`config.mk`:
```
export PLATFORM = sky130hd
export DESIGN_NAME = pic_host
export DESIGN_NICKNAME = d
export VERILOG_FILES = /design/src/core/pic_pkg.sv /design/src/core/pic_host.sv
export VERILOG_INCLUDE_DIRS = /design/src /design/src/core
export SDC_FILE = /design/constraint.sdc
export NUM_CORES = 1
export LEC_CHECK = 0
export BUFFER_PORTS_ARGS = -buffer_cell sky130_fd_sc_hd__buf_2
export CORE_UTILIZATION = 25
export DETAILED_ROUTE_END_ITERATION = 6
export SYNTH_ARGS = -nofsm -noshare
export SYNTH_HDL_FRONTEND = slang
export SYNTH_SLANG_ARGS = --single-unit
export TNS_END_PERCENT = 20
```
`constraint.sdc`:
```
create_clock -name mclk -period 2.2 [get_ports mclk]
set_clock_uncertainty 0.15 [all_clocks]
set_input_delay 0.44 -clock mclk [delete_from_list [all_inputs] [get_ports mclk]]
set_output_delay 0.44 -clock mclk [all_outputs]
set_load 0.005 [all_outputs]
```
`src/core/pic_defines.svh`:
```
`ifndef PIC_DEFINES_SVH
`define PIC_DEFINES_SVH

// ---------------------------------------------------------------------------
// Register addressing on the address pin
// ---------------------------------------------------------------------------
`define PIC_ADDR_STATUS    1'h0
`define PIC_ADDR_MASK      1'h1

// ---------------------------------------------------------------------------
// Acknowledge sequence contents
// ---------------------------------------------------------------------------
`define PIC_CALL_OPCODE    8'hcd
`define PIC_ACK85_PULSES   2'h3
`define PIC_ACK86_PULSES   2'h2
`define PIC_SPURIOUS_LEVEL 3'h7

// ---------------------------------------------------------------------------
// Pin timing
// ---------------------------------------------------------------------------
`define PIC_CLK_NS         4
`define PIC_SETUP_NS       40
`define PIC_STROBE_NS      160
`define PIC_HOLD_NS        20
`define PIC_RECOV_NS       160
`define PIC_SETUP_CYC      ((`PIC_SETUP_NS + `PIC_CLK_NS - 1) / `PIC_CLK_NS)
`define PIC_STROBE_CYC     ((`PIC_STROBE_NS + `PIC_CLK_NS - 1) / `PIC_CLK_NS)
`define PIC_HOLD_CYC       ((`PIC_HOLD_NS + `PIC_CLK_NS - 1) / `PIC_CLK_NS)
`define PIC_RECOV_CYC      ((`PIC_RECOV_NS + `PIC_CLK_NS - 1) / `PIC_CLK_NS)

`endif

```
`src/core/pic_pkg.sv`:
```
package pic_pkg;

  typedef enum logic [1:0] {
    pic_cmd_read,
    pic_cmd_write,
    pic_cmd_ack85,
    pic_cmd_ack86
  } pic_cmd_e;

  typedef enum logic [2:0] {
    pic_st_idle,
    pic_st_setup,
    pic_st_strobe,
    pic_st_hold,
    pic_st_recov
  } pic_state_e;

endpackage : pic_pkg

```
`src/core/pic_host.sv`:
```
`timescale 1ns/1ns
`default_nettype none
`include "pic_defines.svh"

// What this block does
// - 85 mode: first acknowledge returns call opcode
// - 85 mode: two more pulses, low then high
// - Otherwise software sends end-of-service command
// - 86 mode: second pulse returns vector byte
module pic_host (
  input  wire logic              mclk,        // Controller clock
  input  wire logic              rst,         // Synchronous reset, high
  input  wire logic              cmd_valid,   // Command offered
  input  wire pic_pkg::pic_cmd_e cmd_kind,    // Read, write or acknowledge sequence
  input  wire logic              cmd_addr,    // Address pin value for the access
  input  wire logic [7:0]        cmd_wdata,   // Write byte
  output logic                   cmd_ready,   // Ready for a command
  output logic                   rsp_valid,   // One-cycle byte returned
  output logic [7:0]             rsp_data,    // Returned byte
  output logic [1:0]             rsp_index,   // Byte position in the sequence
  output logic                   int_seen,    // Registered interrupt line
  output logic                   cs_n,        // Chip select pin
  output logic                   rd_n,        // Read strobe pin
  output logic                   wr_n,        // Write strobe pin
  output logic                   addr_lsb,    // Address pin
  output logic                   ack_n,       // Acknowledge strobe pin
  input  wire logic [7:0]        d_in,        // Data bus level
  output logic [7:0]             d_out,       // Data bus drive value
  output logic                   d_oe_n,      // Data bus enable, low drives
  input  wire logic              int_in       // Device interrupt output
);
  import pic_pkg::*;

  // -------------------------------------------------------------------------
  // Sequencer state
  // -------------------------------------------------------------------------
  pic_state_e state, next_state;
  pic_cmd_e   kind, next_kind;
  logic [7:0] cnt, next_cnt;
  logic [1:0] pulse, next_pulse;
  logic       next_cmd_ready, next_rsp_valid;
  logic [7:0] next_rsp_data;
  logic [1:0] next_rsp_index;
  logic       next_cs_n, next_rd_n, next_wr_n, next_addr_lsb, next_ack_n, next_d_oe_n;
  logic [7:0] next_d_out;
  logic       is_ack;
  logic [1:0] last_pulse;

  always_comb begin
    is_ack     = (kind == pic_cmd_ack85) || (kind == pic_cmd_ack86);
    last_pulse = (kind == pic_cmd_ack85) ? `PIC_ACK85_PULSES - 2'h1
                                         : `PIC_ACK86_PULSES - 2'h1;
    next_state     = state;
    next_kind      = kind;
    next_cnt       = cnt;
    next_pulse     = pulse;
    next_cmd_ready = cmd_ready;
    next_rsp_valid = 1'b0;
    next_rsp_data  = rsp_data;
    next_rsp_index = rsp_index;
    next_cs_n      = cs_n;
    next_rd_n      = rd_n;
    next_wr_n      = wr_n;
    next_addr_lsb  = addr_lsb;
    next_ack_n     = ack_n;
    next_d_out     = d_out;
    next_d_oe_n    = d_oe_n;
    unique case (state)
      pic_st_idle: begin
        if (cmd_valid) begin
          next_kind      = cmd_kind;
          next_pulse     = 2'h0;
          next_cmd_ready = 1'b0;
          next_cnt       = 8'(`PIC_SETUP_CYC - 1);
          next_state     = pic_st_setup;
          if (cmd_kind == pic_cmd_read || cmd_kind == pic_cmd_write) begin
            // The address pin picks status or mask on reads and the
            // command word group on writes.
            next_cs_n     = 1'b0;
            next_addr_lsb = cmd_addr;
          end
          if (cmd_kind == pic_cmd_write) begin
            // Bits 4 and 3 of the byte choose the command word at address 0.
            // End-of-service commands are ordinary writes of the raw byte.
            next_d_out  = cmd_wdata;
            next_d_oe_n = 1'b0;
          end
        end
      end
      pic_st_setup: begin
        next_cnt = cnt - 8'h01;
        if (cnt == 8'h00) begin
          next_cnt   = 8'(`PIC_STROBE_CYC - 1);
          next_state = pic_st_strobe;
          // Only one strobe is ever taken low at a time.
          unique case (kind)
            pic_cmd_read:  next_rd_n  = 1'b0;
            pic_cmd_write: next_wr_n  = 1'b0;
            pic_cmd_ack85: next_ack_n = 1'b0;
            pic_cmd_ack86: next_ack_n = 1'b0;
          endcase
        end
      end
      pic_st_strobe: begin
        next_cnt = cnt - 8'h01;
        if (cnt == 8'h00) begin
          // Data is taken in the last cycle before the strobe rises, when
          // the device has had the full strobe width to settle it.
          if (kind == pic_cmd_read || kind == pic_cmd_ack85) begin
            next_rsp_valid = 1'b1;
            next_rsp_data  = d_in;
            next_rsp_index = pulse;
          end
          if (kind == pic_cmd_ack86 && pulse != 2'h0) begin
            next_rsp_valid = 1'b1;
            next_rsp_data  = d_in;
            next_rsp_index = pulse - 2'h1;
          end
          next_rd_n  = 1'b1;
          next_wr_n  = 1'b1;
          next_ack_n = 1'b1;
          next_cnt   = 8'(`PIC_HOLD_CYC - 1);
          next_state = pic_st_hold;
        end
      end
      pic_st_hold: begin
        next_cnt = cnt - 8'h01;
        if (cnt == 8'h00) begin
          // Releasing the bus here leaves it free for the device.
          next_cs_n   = 1'b1;
          next_d_oe_n = 1'b1;
          next_cnt    = 8'(`PIC_RECOV_CYC - 1);
          next_state  = pic_st_recov;
        end
      end
      pic_st_recov: begin
        next_cnt = cnt - 8'h01;
        if (cnt == 8'h00) begin
          if (is_ack && pulse != last_pulse) begin
            // Further acknowledge pulses follow without a select phase.
            next_pulse = pulse + 2'h1;
            next_ack_n = 1'b0;
            next_cnt   = 8'(`PIC_STROBE_CYC - 1);
            next_state = pic_st_strobe;
          end else begin
            next_cmd_ready = 1'b1;
            next_state     = pic_st_idle;
          end
        end
      end
    endcase
  end

  always_ff @(posedge mclk) begin
    if (rst) begin
      state     <= pic_st_idle;
      kind      <= pic_cmd_read;
      cnt       <= 8'h00;
      pulse     <= 2'h0;
      cmd_ready <= 1'b1;
      rsp_valid <= 1'b0;
      rsp_data  <= 8'h00;
      rsp_index <= 2'h0;
      cs_n      <= 1'b1;
      rd_n      <= 1'b1;
      wr_n      <= 1'b1;
      addr_lsb  <= 1'b0;
      ack_n     <= 1'b1;
      d_out     <= 8'h00;
      d_oe_n    <= 1'b1;
    end else begin
      state     <= next_state;
      kind      <= next_kind;
      cnt       <= next_cnt;
      pulse     <= next_pulse;
      cmd_ready <= next_cmd_ready;
      rsp_valid <= next_rsp_valid;
      rsp_data  <= next_rsp_data;
      rsp_index <= next_rsp_index;
      cs_n      <= next_cs_n;
      rd_n      <= next_rd_n;
      wr_n      <= next_wr_n;
      addr_lsb  <= next_addr_lsb;
      ack_n     <= next_ack_n;
      d_out     <= next_d_out;
      d_oe_n    <= next_d_oe_n;
    end
  end

  // -------------------------------------------------------------------------
  // Interrupt line
  // -------------------------------------------------------------------------
  logic next_int_seen;

  always_comb begin
    next_int_seen = int_in;
  end

  always_ff @(posedge mclk) begin
    if (rst) begin
      int_seen <= 1'b0;
    end else begin
      int_seen <= next_int_seen;
    end
  end

endmodule : pic_host

`default_nettype wire

```
# Yosys cells after proc, flatten, opt, wreduce, memory -nomap -nowiden
# Index checks and enable logic that the tools add are counted.
# word_totals
regBits	42
input_bits	23
out_inout_bits	27
word_cells	118
# op_classes
add_sub_neg	3
eq_ne	21
muxes	46
bitwise_logic	2
n_reduce_logical	30
# op_table
cell	n
$mux W8	7
$pmux W8 S4	1
$reduce_and A4 Y1	6
$ne A2 B2 Y1 const B	11
$mux W1	18
$mux W3	5
$pmux W3 S5	1
$mux W2	7
$pmux W1 S2	5
$reduce_bool A2 Y1	5
$reduce_and A3 Y1	3
$logic_not A8 Y1	1
$sub A8 B1 Y8 const B	1
$eq A3 B2 Y1 const B	2
$reduce_and A6 Y1	1
$reduce_and A5 Y1	1
$eq A2 B1 Y1 const B	2
$eq A2 B2 Y1 const B	2
$logic_not A2 Y1	2
$pmux W2 S2	1
$reduce_or A2 Y1	2
$eq A3 B1 Y1 const B	1
$eq A3 B3 Y1 const B	1
$logic_not A3 Y1	1
other kinds (11)	15

# Depth between registers and ports, before layout
# Gate-level depths: netlist (run 1).
# depth
depth_word	7
ltp_mapped	8
mapped_depth_nobuf	7

# Least setup slack after synthesis (run 1)
# OpenSTA, ideal clock, no wires.
# synth_timing
kind	register to register
from	reg cnt[0]
to	reg pulse[0]
setup_time_ns	0.067
arrival_ns	1.740
setup_slack_ns	0.242
path_stages_with_launch	9
n_path_buf	1
period_less_slack_ns	1.958
cell_sequence	dfxtp_1 > inv_1 > ha_1 > nor3b_1 > nand2_2 > or3_1 > clkbuf_2 > nand2b_4 > a21oi_2
# synth_via
elab_chain_len	3
# synth_rtl
element	line	rtl
start, declared	pic_host.sv:39	logic [7:0] cnt, next_cnt;
start signal, assigned	pic_host.sv:174	cnt <= next_cnt;
$logic_not A8 Y1	pic_host.sv:138	if (cnt == 8'h00) begin
$ne A2 B2 Y1 (no line)	n/a	
$reduce_and A4 Y1 (no line)	n/a	
end signal, assigned	pic_host.sv:175	pulse <= next_pulse;
end, declared	pic_host.sv:40	logic [1:0] pulse, next_pulse;
# Every way passes these cells.
# A chain may end at the register's enable or synchronous reset.

# Worst setup path in the final report (run 1)
# layout_timing
from	reg cnt[3]
to	reg rsp_data[2]
# layout_via
elab_chain_len	2
# layout_rtl
element	line	rtl
$logic_not A8 Y1	pic_host.sv:106	if (cnt == 8'h00) begin
$reduce_and A3 Y1 (no line)	n/a	
end signal, assigned	pic_host.sv:178	rsp_data <= next_rsp_data;
end, declared	pic_host.sv:19	output logic [7:0] rsp_data,
# Every way passes these cells.

==> reports/summary.json, run 1 <==
{
  "wl_per_cell_um": 13.2,
  "grt.total_usage_pct": 13.2,
  "layout_common_cells": "49 x sky130_fd_sc_hd__buf_2, 42 x sky130_fd_sc_hd__dfxtp_1, 28 x sky130_fd_sc_hd__nor2_1",
  "timing_hold_violations_final": 0,
  "setup_viol": 0,
  "unrepaired_setup_endpoints_after_global_routing": "false",
  "clockBufferDepth": 2,
  "relSlewSlack_pct": 73.9,
  "die_area_sq_mm": 0.00862,
  "wire_length_of_the_first_global_routing_pass_um": 8970,
  "worst-endpoint-required_ns": 2.24,
  "postLayoutSetupSlackWorst_ns": 0.114,
  "timing.rr.end": "rsp_data[2]$_SDFFE_PP0P_",
  "r2r_start": "cnt[3]$_SDFFE_PP0P_",
  "clock_tree_from_tritoncts": "yes",
  "max_freq_mhz": 479,
  "ff2ff_setup_slack_ns": 0.11,
  "cts.root.buffer_cell": "sky130_fd_sc_hd__clkbuf_8",
  "antenna_found_initial": 0,
  "final_core_utilization_pct": 33.8,
  "io_buffer_count": 49,
  "cts_buffers": 5,
  "drv.max_cap_violation_count": 0,
  "placement.setup.worst_slack_ns": 0.0729,
  "synthArstFlopShare_pct": 0,
  "worstRegToRegCells": 5,
  "hold_ws_ns": 0.194,
  "syn_area_sq_mm": 0.00206,
  "start_util_pct": 26.3,
  "drtAntennaViolNets": 0,
  "leading_cell_type_in_the_layout_fill_and_taps_excluded": "sky130_fd_sc_hd__buf_2",
  "post_route_cells_drive_above_1_share_pct": 29.1,
  "total_power_mw": 3.26,
  "worst_skew_pair_latency_ns": 0.30,
  "routed-via-count": 2032,
  "critPathArrivalTime_ns": 2.12,
  "route.detailed.drc": 0,
  "synth_edf_count": 0,
  "die_width_um": 92.8,
  "post_drt_via_cell_ratio": 4.86,
  "io_pins": 50,
  "power.ir.vdd_worst_mv": 0.437,
  "die_h_um": 92.8,
  "netlist.top_cell.by_area": "sky130_fd_sc_hd__dfxtp_1",
  "status": "finished clean",
  "min_to": "int_seen$_SDFF_PP0_",
  "largest_stage_delay_worst_path_ns": 0.56,
  "setup.worst_path.end_class": "flop",
  "cts_hold_repair.buffers": 0,
  "grt_start_max_net_pins": 28,
  "placed_cells_incl_taps": 410,
  "final.setup.tns_ns": 0,
  "hold_start": "int_in",
  "yosys_register_bits": 42,
  "drt_pass1_iterations": 4,
  "grt_pass1_vias": 1946,
  "max_slew.worst_pin.slew_ns": 0.388,
  "startpoint_type": "flop",
  "postLayoutCellArea_sq_mm": 0.00266,
  "seqCellArea_sq_um": 841,
  "synthTopCellsByArea": "sky130_fd_sc_hd__dfxtp_1 41%, sky130_fd_sc_hd__a21oi_1 6.1%, sky130_fd_sc_hd__mux2i_1 5.3%",
  "cellLeakagePower_nw": 1.18,
  "fill_cells": 850,
  "gp_routability_congestion": 0.897,
  "yosys.cell_types.count": 52,
  "whs_path_depth": 2,
  "detailedRoute.firstIterationViolations": 114,
  "synth.avg_cell_area_sq_um": 8.22,
  "ys.warnings.count": 0,
  "synth_largest_type_area_fraction_pct": 40.8,
  "power_per_cell_area_mw_per_mm2": 1230,
  "syn_nets": 277,
  "final_period_minus_worst_setup_slack_ns": 2.09,
  "num_rows": 32,
  "h-tree-depth": 2,
  "area_of_the_multi_input_gates_sq_mm": 0.00112,
  "cts_sinks": 42,
  "timing.critical_path.cells": "or4_4, nor4_4, nand2_2, mux2i_1, nor2_1",
  "kind_of_critical_path": "flop to flop",
  "drv_slew": 0,
  "synth_sequential_area_ratio_pct": 40.8,
  "instances_no_fill": 418,
  "period_share_pct": 94.8,
  "placedInstanceArea_sq_mm": 0.00254,
  "cp_slowest_cell": "sky130_fd_sc_hd__or4_4",
  "cts.clk_slew.worst_paths_ns": 0.09,
  "netlist_instances": 251,
  "dp_hpwl_um": 4100,
  "antenna_cells": 0,
  "grt_overflow_total": 0,
  "layout-area-overhead-vs-synth_pct": 28.8,
  "routed_wirelength_um": 5540,
  "worstPathMaxFanout": 11,
  "min_path_type": "input port to flop",
  "dominantRegCellSynth": "sky130_fd_sc_hd__dfxtp_1",
  "coreArea_sq_mm": 0.00785,
  "finish.net_count": 341
}
[how the worst max path moves through the flow]
stage | endpoint | cells after the start | slack, ns | from
floorplan | pulse[0]$_SDFFE_PP0P_ | 8 | 0.24 | cnt[0]$_SDFFE_PP0P_
global placement | pulse[0]$_SDFFE_PP0P_ | 7 | 0.10 | cnt[0]$_SDFFE_PP0P_
detailed placement | pulse[0]$_SDFFE_PP0P_ | 7 | 0.07 | cnt[0]$_SDFFE_PP0P_
CTS | pulse[0]$_SDFFE_PP0P_ | 7 | 0.05 | cnt[0]$_SDFFE_PP0P_
global route | pulse[0]$_SDFFE_PP0P_ | 7 | 0.005 | cnt[0]$_SDFFE_PP0P_
finish | rsp_data[2]$_SDFFE_PP0P_ | 5 | 0.11 | cnt[3]$_SDFFE_PP0P_
[routing by layer]
| layer | track usage [%] | share of wire (%) | vias to the layer above | routed length, um |
|---|---|---|---|---|
| li1 | - | - | 1010 | - |
| met1 | 16.3 | 45 | 949 | 2510 |
| met2 | 21.0 | 46 | 64 | 2560 |
| met3 | 3.45 | 5.8 | 9 | 319 |
| met4 | 6.92 | 2.7 | 0 | 150 |
| met5 | 0 | 0 | - | 0 |
[where the power goes]
group          internal, mW  switching (mW)  leakage [nW]
Sequential            0.899           0.145         0.342
Clock                 0.340           0.295        0.0585
Combinational         0.734           0.847         0.783
Total                  1.97            1.29          1.18
[repair_timing]
action                                  in CTS  in global routing
gates resized for setup                      0                  1
endpoints found under the setup margin       0                  7
setup buffers                                0                  0
[critical path: cells and delay by family, from the launching register on]
family,cells,cell delay [ns]
flip-flops,1,0.40
multiplexers,1,0.23
AND/OR/NAND/NOR,4,1.18
[flip-flops by register name, indices dropped and copies added (netlist names), 2 cells and up]
name	count
d_out	8
state	3
rsp_index	2
pulse	2
rsp_data	8
kind	2
cnt	8
[cells in the mapped netlist (3+ instances only)]
master / instances
sky130_fd_sc_hd__nand3_1: 14
sky130_fd_sc_hd__dfxtp_1: 42
sky130_fd_sc_hd__clkbuf_1: 11
sky130_fd_sc_hd__a31oi_1: 4
sky130_fd_sc_hd__inv_1: 10
sky130_fd_sc_hd__o21ai_0: 16
sky130_fd_sc_hd__nor2_1: 28
sky130_fd_sc_hd__ha_1: 3
sky130_fd_sc_hd__a21oi_1: 25
sky130_fd_sc_hd__mux2i_1: 11
sky130_fd_sc_hd__nand2b_1: 4
sky130_fd_sc_hd__nand2_1: 25
sky130_fd_sc_hd__nor2b_1: 4
sky130_fd_sc_hd__nor3_1: 4
[final cells by class]
cell class / count / share of cell area [%]
Multi-Input combinational cell: 184 / 42.1
Sequential cell: 42 / 31.7
Timing Repair Buffer: 72 / 15.7
Tap cell: 102 / 4.81
Clock buffer: 5 / 2.59
Clock inverter: 3 / 1.65
Inverter: 10 / 1.41
[logic make-up after synthesis]
kind of cell	after synthesis	share of synthesized area, %
xor gates and xnor gates	3	1.27
AOI/OAI and AO/OA	67	20.3
adders and majority gates	3	1.82
buffers and inverters	25	5.22
muxes	11	5.34
and+or+nand+nor	100	25.3
DFF	42	40.8
Note: power is estimated with default switching activity, not from simulation.
==> run 2, diff against run 1 <==
- clock period: 2.2 -> 1.9 ns (I/O delays scaled with it)
==> run 2 against run 1 <==
Net effect: sequential cell count unchanged; sequential share of layout area decreased by 2.2 points; count of clock-buffer cells in the layout unchanged; sequential power up 13%; cell area up 8.4%; global-route usage grew 0.39 points; wire length is 4.7% higher; core utilization increased by 2.9 points; combinational power rose by 49%; power up 25%; critical endpoint unchanged; largest cell class unchanged.
==> reports/summary.json, run 2 (synthesized netlist as in run 1, its figures left out) <==
{
  "status": "finished clean",
  "start_util": {"value": 26.3, "unit": "%", "change": "unchanged"},
  "wl_met1": {"value": 2820, "unit": "um", "change": "+12%"},
  "clockBufferDepth": {"value": 2, "change": "unchanged"},
  "drv.max_cap_violation_count": {"value": 0, "change": "unchanged"},
  "routed-wl-met3": {"value": 241, "unit": "um", "change": "-24%"},
  "timing_hold_violations_final": {"value": 0, "change": "unchanged"},
  "post_drt_via_cell_ratio": {"value": 4.74, "change": "-2.5%"},
  "antenna_cells": {"value": 0, "change": "unchanged"},
  "num_rows": {"value": 32, "change": "unchanged"},
  "detailedRoute.firstIterationViolations": {"value": 95, "change": "-17%"},
  "layout_common_cells": "49 x sky130_fd_sc_hd__buf_2, 42 x sky130_fd_sc_hd__buf_4, 38 x sky130_fd_sc_hd__dfxtp_1",
  "h-tree-depth": {"value": 2, "change": "unchanged"},
  "fill_cells": {"value": 840, "change": "-1.2%"},
  "min_path_type": "input port to flop",
  "leading_cell_type_in_the_layout_fill_and_taps_excluded": "sky130_fd_sc_hd__buf_2",
  "grt.total_usage": {"value": 13.6, "unit": "%", "change": "+0.39 points"},
  "placed_cells_incl_taps": {"value": 426, "change": "+3.9%"},
  "route.detailed.drc": {"value": 0, "change": "unchanged"},
  "topRoutingLayerUsed": "met4",
  "io_pins": {"value": 50, "change": "unchanged"},
  "clock_tree_from_tritoncts": "yes",
  "max_freq": {"value": 539, "unit": "MHz", "change": "+12%"},
  "instances_no_fill": {"value": 438, "change": "+4.8%"},
  "io_buffer_count": {"value": 49, "change": "unchanged"},
  "cts_sinks": {"value": 42, "change": "unchanged"},
  "antenna_found_initial": {"value": 0, "change": "unchanged"},
  "die_area": {"value": 0.00862, "unit": "sq mm", "change": "unchanged"},
  "dp_hpwl": {"value": 4100, "unit": "um", "change": "about the same"},
  "cts_hold_repair.buffers": {"value": 0, "change": "unchanged"},
  "setup.worst_path.end_class": "flop",
  "period_share": {"value": 97.6, "unit": "%", "change": "+2.8 points"},
  "power_per_cell_area": {"value": 1420, "unit": "mW/mm^2", "change": "+16%"},
  "wl_per_cell": {"value": 13.2, "unit": "um", "change": "about the same"},
  "drt_pass1_iterations": {"value": 4, "change": "unchanged"},
  "met2WireLength": {"value": 2650, "unit": "um", "change": "+3.5%"},
  "cts.clk_slew.worst_paths": {"value": 0.08, "unit": "ns", "change": "about the same"},
  "grt_pass1_vias": {"value": 1903, "change": "-2.2%"},
  "critPathArrivalTime": {"value": 1.89, "unit": "ns", "change": "-0.23 ns"},
  "gp_routability_congestion": {"value": 0.892, "change": "-0.54%"},
  "drv_slew": {"value": 0, "change": "unchanged"},
  "number_of_buffer_and_inverter_stages_on_the_critical_path": {"value": 1, "change": "+1"},
  "routed-via-count": {"value": 2076, "change": "+2.2%"},
  "top_regs": "cnt x8, d_out x8, rsp_data x8",
  "grt_start_max_net_pins": {"value": 29, "change": "+3.6%"},
  "cp_top_family": "simple AND/OR/NAND/NOR gates",
  "cts_buffers": {"value": 5, "change": "unchanged"},
  "final_period_minus_worst_setup_slack": {"value": 1.85, "unit": "ns", "change": "-0.232 ns"},
  "area_of_the_multi_input_gates": {"value": 0.00119, "unit": "sq mm", "change": "+6.8%"},
  "coreArea": {"value": 0.00785, "unit": "sq mm", "change": "unchanged"},
  "post_route_cells_drive_above_1_share": {"value": 38.4, "unit": "%", "change": "+9.3 points"},
  "finish.net_count": {"value": 362, "change": "+6.2%"},
  "worstPathMaxFanout": {"value": 11, "change": "unchanged"},
  "drtAntennaViolNets": {"value": 0, "change": "unchanged"},
  "final_core_utilization": {"value": 36.7, "unit": "%", "change": "+2.9 points"},
  "layout-area-overhead-vs-synth_pct": 39.6,
  "cellLeakagePower": {"value": 1.29, "unit": "nW", "change": "+9.0%"},
  "timing.critical_path.cells": "or4_4, nor4_4, nand2_2, buf_12, mux2i_2, nor2_1",
  "die_width": {"value": 92.8, "unit": "um", "change": "unchanged"},
  "routed_wirelength": {"value": 5800, "unit": "um", "change": "+4.7%"},
  "wire_length_of_the_first_global_routing_pass": {"value": 9260, "unit": "um", "change": "+3.2%"},
  "worst_skew_pair_latency": {"value": 0.30, "unit": "ns", "change": "about the same"},
  "startpoint_type": "flop",
  "max_slew.worst_pin.slew": {"value": 0.333, "unit": "ns", "change": "-0.0548 ns"},
  "cts.root.buffer_cell": "sky130_fd_sc_hd__clkbuf_8",
  "relSlewSlack": {"value": 77.6, "unit": "%", "change": "+3.7 points"},
  "grt_overflow_total": {"value": 0, "change": "unchanged"},
  "kind_of_critical_path": "flop to flop",
  "power.ir.vdd_worst": {"value": 0.518, "unit": "mV", "change": "+19%"},
  "die_h": {"value": 92.8, "unit": "um", "change": "unchanged"},
  "largest_stage_delay_worst_path": {"value": 0.54, "unit": "ns", "change": "-0.02 ns"},
  "total_power": {"value": 4.09, "unit": "mW", "change": "+25%"},
  "worst-endpoint-required": {"value": 1.93, "unit": "ns", "change": "-0.31 ns"},
  "seqCellArea": {"value": 848, "unit": "sq um", "change": "+0.89%"},
  "unrepaired_setup_endpoints_after_global_routing": "true",
  "cp_slowest_cell": "sky130_fd_sc_hd__or4_4",
  "placedInstanceArea": {"value": 0.00268, "unit": "sq mm", "change": "+5.4%"},
  "hold_ws": {"value": 0.142, "unit": "ns", "change": "-0.0528 ns"},
  "setup_viol": {"value": 0, "change": "unchanged"},
  "postLayoutCellArea": {"value": 0.00288, "unit": "sq mm", "change": "+8.4%"}
}
==> run 2: where the power goes <==
group          switching, mW  total, mW  internal [mW]
Sequential             0.132       1.18           1.05
Clock                  0.311      0.558          0.247
Combinational           1.16       2.35           1.19
Total                   1.60       4.09           2.48
==> run 2: routing by layer <==
metal | up-vias | global-route usage (%)
met5 | - | 0
met4 | 0 | 6.67
met3 | 6 | 2.55
met2 | 50 | 19.9
met1 | 963 | 19.0
li1 | 1057 | -
==> run 2: worst paths after layout <==
check	from	to	slack [ns]	cells after the start
hold / removal	int_in	int_seen$_SDFF_PP0_	0.14	2
setup / recovery	cnt[3]$_SDFFE_PP0P_	rsp_data[2]$_SDFFE_PP0P_	0.05	6
hold reg to reg	d_out[1]$_SDFFE_PP0P_	d_out[1]$_SDFFE_PP0P_	0.30	2
setup reg to reg	cnt[3]$_SDFFE_PP0P_	rsp_data[2]$_SDFFE_PP0P_	0.05	6
==> run 2: cell type report <==
cell class,instances,area share (%)
inverters,10,1.30
clock buffers,5,2.39
clock inverters,2,0.348
multi-input cells,184,41.5
flip-flops and latches,42,29.5
repair buffers,93,20.6
well taps,102,4.43
==> run 2: timing repair <==
action | CTS | global route
gates cloned | 0 | 0
resized for setup | 5 | 19
endpoints found under the setup margin | 16 | 32
setup buffers | 1 | 4
pin swaps | 2 | 3
==> run 2: per-stage QoR <==
step	worst slack (ns)	setup TNS (ns)
after floorplan	0.0169	0
after detailed placement	-0.0583	-0.520
after global placement	-0.0703	-0.0942
final	0.0459	0
after CTS	-0.0730	-0.556
after global routing	-0.0534	-0.362
==> run 2: worst reg2reg max path: cells and delay by family, from the launching register on <==
| family | cells | cell delay, ns |
|---|---|---|
| and+or+nand+nor | 4 | 0.90 |
| muxes | 1 | 0.17 |
| buffers and inverters | 1 | 0.16 |
| DFF | 1 | 0.37 |
==> run 3, diff against run 2 <==
- ABC_AREA: unset -> 1
- SLEW_MARGIN: unset -> 0
==> run 3 against run 2 <==
Net effect: wire length is 16% lower; clock power is 54% higher; die area is 0.89% lower; register-to-register slack better by 0.10 ns; final cell count is 0.46% lower; worst hold slack worse by 0.013 ns; sequential cell count stayed put; setup slack better by 0.10 ns; critical endpoint unchanged; largest cell class unchanged; largest power group unchanged.
==> reports/summary.json, run 3 <==
{
  "grt_pass1_vias": {"value": 1747, "change": "-8.2%"},
  "routed-via-count": {"value": 1910, "change": "-8.0%"},
  "syn_area": {"value": 0.00204, "unit": "sq mm", "change": "-0.91%"},
  "timing.rr.end": "rsp_data[2]$_SDFFE_PP0P_",
  "post_route_cells_drive_above_1_share": {"value": 27.5, "unit": "%", "change": "-11 points"},
  "clockBufferDepth": {"value": 2, "change": "unchanged"},
  "syn_nets": {"value": 304, "change": "+9.7%"},
  "netlist_instances": {"value": 278, "change": "+11%"},
  "ys.warnings.count": {"value": 0, "change": "unchanged"},
  "worst-endpoint-required": {"value": 1.94, "unit": "ns", "change": "about the same"},
  "drtAntennaViolNets": {"value": 0, "change": "unchanged"},
  "power.ir.vdd_worst": {"value": 0.453, "unit": "mV", "change": "-13%"},
  "top_regs": "cnt x8, d_out x8, rsp_data x8",
  "unrepaired_setup_endpoints_after_global_routing": "false",
  "setup.worst_path.end_class": "flop",
  "gp_routability_congestion": {"value": 0.812, "change": "-9.0%"},
  "postLayoutSetupSlackWorst": {"value": 0.148, "unit": "ns", "change": "+0.102 ns"},
  "global_route_layer_with_the_greatest_usage": "met2",
  "cts.clk_slew.worst_paths": {"value": 0.08, "unit": "ns", "change": "about the same"},
  "layout-area-overhead-vs-synth_pct": 26.3,
  "max_slew.worst_pin.slew": {"value": 0.323, "unit": "ns", "change": "-0.0100 ns"},
  "coreArea": {"value": 0.00781, "unit": "sq mm", "change": "-0.51%"},
  "kind_of_critical_path": "flop to flop",
  "wire_length_of_the_first_global_routing_pass": {"value": 8020, "unit": "um", "change": "-13%"},
  "synth_edf_count": {"value": 0, "change": "unchanged"},
  "grt_overflow_total": {"value": 0, "change": "unchanged"},
  "synth_fa_ha_area_share": {"value": 1.84, "unit": "%", "change": "+0.017 points"},
  "h-tree-depth": {"value": 2, "change": "unchanged"},
  "worst_skew_pair_latency": {"value": 0.30, "unit": "ns", "change": "about the same"},
  "relSlewSlack": {"value": 78.4, "unit": "%", "change": "+0.82 points"},
  "grt_start_max_net_pins": {"value": 22, "change": "-24%"},
  "worstPathMaxFanout": {"value": 21, "change": "+10"},
  "route.detailed.drc": {"value": 0, "change": "unchanged"},
  "die_width": {"value": 92.4, "unit": "um", "change": "-0.45%"},
  "max_freq": {"value": 571, "unit": "MHz", "change": "+5.8%"},
  "cts.root.buffer_cell": "sky130_fd_sc_hd__clkbuf_8",
  "status": "finished clean",
  "dominantRegCellSynth": "sky130_fd_sc_hd__dfxtp_1",
  "synth_top_family_by_area": "simple AND/OR/NAND/NOR gates",
  "r2r_start": "cnt[0]$_SDFFE_PP0P_",
  "die_h": {"value": 92.4, "unit": "um", "change": "-0.45%"},
  "clock_tree_from_tritoncts": "yes",
  "min_path_type": "input port to flop",
  "num_rows": {"value": 32, "change": "unchanged"},
  "period_share": {"value": 92.2, "unit": "%", "change": "-5.4 points"},
  "yosys_register_bits": {"value": 42, "change": "unchanged"},
  "fill_cells": {"value": 855, "change": "+1.8%"},
  "synth_mux_area_share": {"value": 0, "unit": "%", "change": "-5.3 points"},
  "io_pins": {"value": 50, "change": "unchanged"},
  "synthArstFlopShare": {"value": 0, "unit": "%", "change": "unchanged"},
  "min_to": "int_seen$_SDFF_PP0_",
  "gr-usage-met2": {"value": 17.7, "unit": "%", "change": "-2.1 points"},
  "drv_slew": {"value": 0, "change": "unchanged"},
  "groute.layer.met3.usage": {"value": 3.53, "unit": "%", "change": "+0.99 points"},
  "netlist.top_cell.by_area": "sky130_fd_sc_hd__dfxtp_1",
  "finish.net_count": {"value": 359, "change": "-0.83%"},
  "dp_hpwl": {"value": 3580, "unit": "um", "change": "-13%"},
  "cts_buffers": {"value": 5, "change": "unchanged"},
  "post_drt_via_cell_ratio": {"value": 4.38, "change": "-7.6%"},
  "layout_common_cells": "52 x sky130_fd_sc_hd__nand2_1, 49 x sky130_fd_sc_hd__buf_2, 42 x sky130_fd_sc_hd__dfxtp_1",
  "final_period_minus_worst_setup_slack": {"value": 1.75, "unit": "ns", "change": "-0.102 ns"},
  "cts_setup_buffers": {"value": 0, "change": "-1"},
  "wl_per_cell": {"value": 11.1, "unit": "um", "change": "-16%"},
  "whs_path_depth": {"value": 3, "change": "+1"},
  "synth_sequential_area_ratio": {"value": 41.2, "unit": "%", "change": "+0.37 points"},
  "setup_viol": {"value": 0, "change": "unchanged"},
  "synth_top_cells_by_count": "52 x sky130_fd_sc_hd__nand2_1, 42 x sky130_fd_sc_hd__dfxtp_1, 34 x sky130_fd_sc_hd__inv_1, 34 x sky130_fd_sc_hd__nor2_1, 34 x sky130_fd_sc_hd__o21ai_0",
  "hold_start": "int_in",
  "routed_wirelength": {"value": 4850, "unit": "um", "change": "-16%"},
  "groute.layer.met1.usage": {"value": 15.7, "unit": "%", "change": "-3.3 points"},
  "timing_hold_violations_final": {"value": 0, "change": "unchanged"},
  "ctsResizeCount": {"value": 0, "change": "-5"},
  "worstRegToRegCells": {"value": 8, "change": "+2"},
  "cellLeakagePower": {"value": 1.20, "unit": "nW", "change": "-6.8%"},
  "synth_simple_gate_area_share": {"value": 30.0, "unit": "%", "change": "+4.7 points"},
  "leading_cell_type_in_the_layout_fill_and_taps_excluded": "sky130_fd_sc_hd__nand2_1",
  "synth_xor_area_share": {"value": 1.71, "unit": "%", "change": "+0.44 points"},
  "ff2ff_setup_slack": {"value": 0.15, "unit": "ns", "change": "+0.10 ns"},
  "final.setup.tns": {"value": 0, "unit": "ns", "change": "unchanged"},
  "power_per_cell_area": {"value": 1500, "unit": "mW/mm^2", "change": "+5.9%"},
  "yosys.cell_types.count": {"value": 34, "change": "-35%"},
  "die_area": {"value": 0.00854, "unit": "sq mm", "change": "-0.89%"},
  "placement.setup.worst_slack": {"value": 0.173, "unit": "ns", "change": "+0.232 ns"},
  "synthTopCellsByArea": "sky130_fd_sc_hd__dfxtp_1 41%, sky130_fd_sc_hd__nand2_1 9.6%, sky130_fd_sc_hd__o21ai_0 8.3%",
  "grt.total_usage": {"value": 11.9, "unit": "%", "change": "-1.8 points"},
  "antenna_cells": {"value": 0, "change": "unchanged"},
  "placedInstanceArea": {"value": 0.00244, "unit": "sq mm", "change": "-8.9%"},
  "start_util": {"value": 26.2, "unit": "%", "change": "-0.11 points"},
  "cts_sinks": {"value": 42, "change": "unchanged"},
  "io_buffer_count": {"value": 49, "change": "unchanged"},
  "antenna_found_initial": {"value": 0, "change": "unchanged"},
  "cts_hold_repair.buffers": {"value": 0, "change": "unchanged"},
  "critPathArrivalTime": {"value": 1.79, "unit": "ns", "change": "-0.10 ns"},
  "synth.avg_cell_area": {"value": 7.35, "unit": "sq um", "change": "-11%"},
  "synth.most_common_cell": "sky130_fd_sc_hd__nand2_1",
  "synth_compound_area_share": {"value": 16.2, "unit": "%", "change": "-4.0 points"},
  "drv.max_cap_violation_count": {"value": 0, "change": "unchanged"},
  "drt_pass1_iterations": {"value": 4, "change": "unchanged"},
  "postLayoutCellArea": {"value": 0.00258, "unit": "sq mm", "change": "-10%"},
  "detailedRoute.firstIterationViolations": {"value": 70, "change": "-26%"},
  "synth_largest_type_area_fraction": {"value": 41.2, "unit": "%", "change": "+0.37 points"},
  "total_power": {"value": 3.88, "unit": "mW", "change": "-5.1%"},
  "startpoint_type": "flop",
  "final_core_utilization": {"value": 33.0, "unit": "%", "change": "-3.6 points"}
}
[run 3: power breakdown]
group	total [mW]	internal [mW]	switching [mW]
Sequential	1.28	1.10	0.179
Clock	0.857	0.527	0.331
Combinational	1.74	0.648	1.09
Total	3.88	2.28	1.60
[run 3: worst max-delay path, stage by stage (launching register included)]
cell                      delay (ns)
sky130_fd_sc_hd__dfxtp_1        0.34
sky130_fd_sc_hd__inv_1          0.14
sky130_fd_sc_hd__ha_1           0.16
sky130_fd_sc_hd__nand2_1        0.10
sky130_fd_sc_hd__nor2_4         0.23
sky130_fd_sc_hd__nand3_2        0.12
sky130_fd_sc_hd__buf_12         0.17
sky130_fd_sc_hd__o21ai_0        0.17
sky130_fd_sc_hd__a21oi_1        0.06
[run 3: kinds of logic after synthesis]
| group | Yosys count |
|---|---|
| xor gates and xnor gates | 4 |
| and+or+nand+nor | 120 |
| adders and majority gates | 3 |
| DFF | 42 |
| AOI/OAI and AO/OA | 63 |
| buffers and inverters | 46 |
[run 3: final cells by class]
class                           instances  area, sq um  share of cell area (%)
Clock inverter                          3         68.8                    2.67
Timing Repair Buffer                   53          288                    11.2
Tap cell                              102          128                    4.95
Clock buffer                            5         68.8                    2.67
Sequential cell                        42          841                    32.6
Inverter                               41          164                    6.35
Multi-Input combinational cell        190         1020                    39.6
[run 3: layer usage]
metal,part of all wire (%),vias up
li1,-,990
met1,50,853
met2,41,60
met3,7.0,7
met4,1.3,0
met5,0,-
[run 3: worst max-delay path by stage]
stage / startpoint / end / cells past startpoint
4_1_cts: cnt[0]$_SDFFE_PP0P_ / rsp_data[6]$_SDFFE_PP0P_ / 8
3_5_place_dp: cnt[0]$_SDFFE_PP0P_ / rsp_data[6]$_SDFFE_PP0P_ / 8
2_1_floorplan: cnt[0]$_SDFFE_PP0P_ / rsp_data[0]$_SDFFE_PP0P_ / 8
5_1_grt: cnt[0]$_SDFFE_PP0P_ / rsp_index[0]$_SDFFE_PP0P_ / 8
3_3_place_gp: cnt[0]$_SDFFE_PP0P_ / cnt[1]$_SDFFE_PP0P_ / 10
6_report: cnt[0]$_SDFFE_PP0P_ / rsp_data[2]$_SDFFE_PP0P_ / 8
[run 3: through the flow]
stage,hold slack (ns),cells
2_1_floorplan,0.290,278
4_1_cts,0.121,436
3_5_place_dp,0.282,428
5_1_grt,0.125,436
3_3_place_gp,0.279,428
6_report,0.129,436
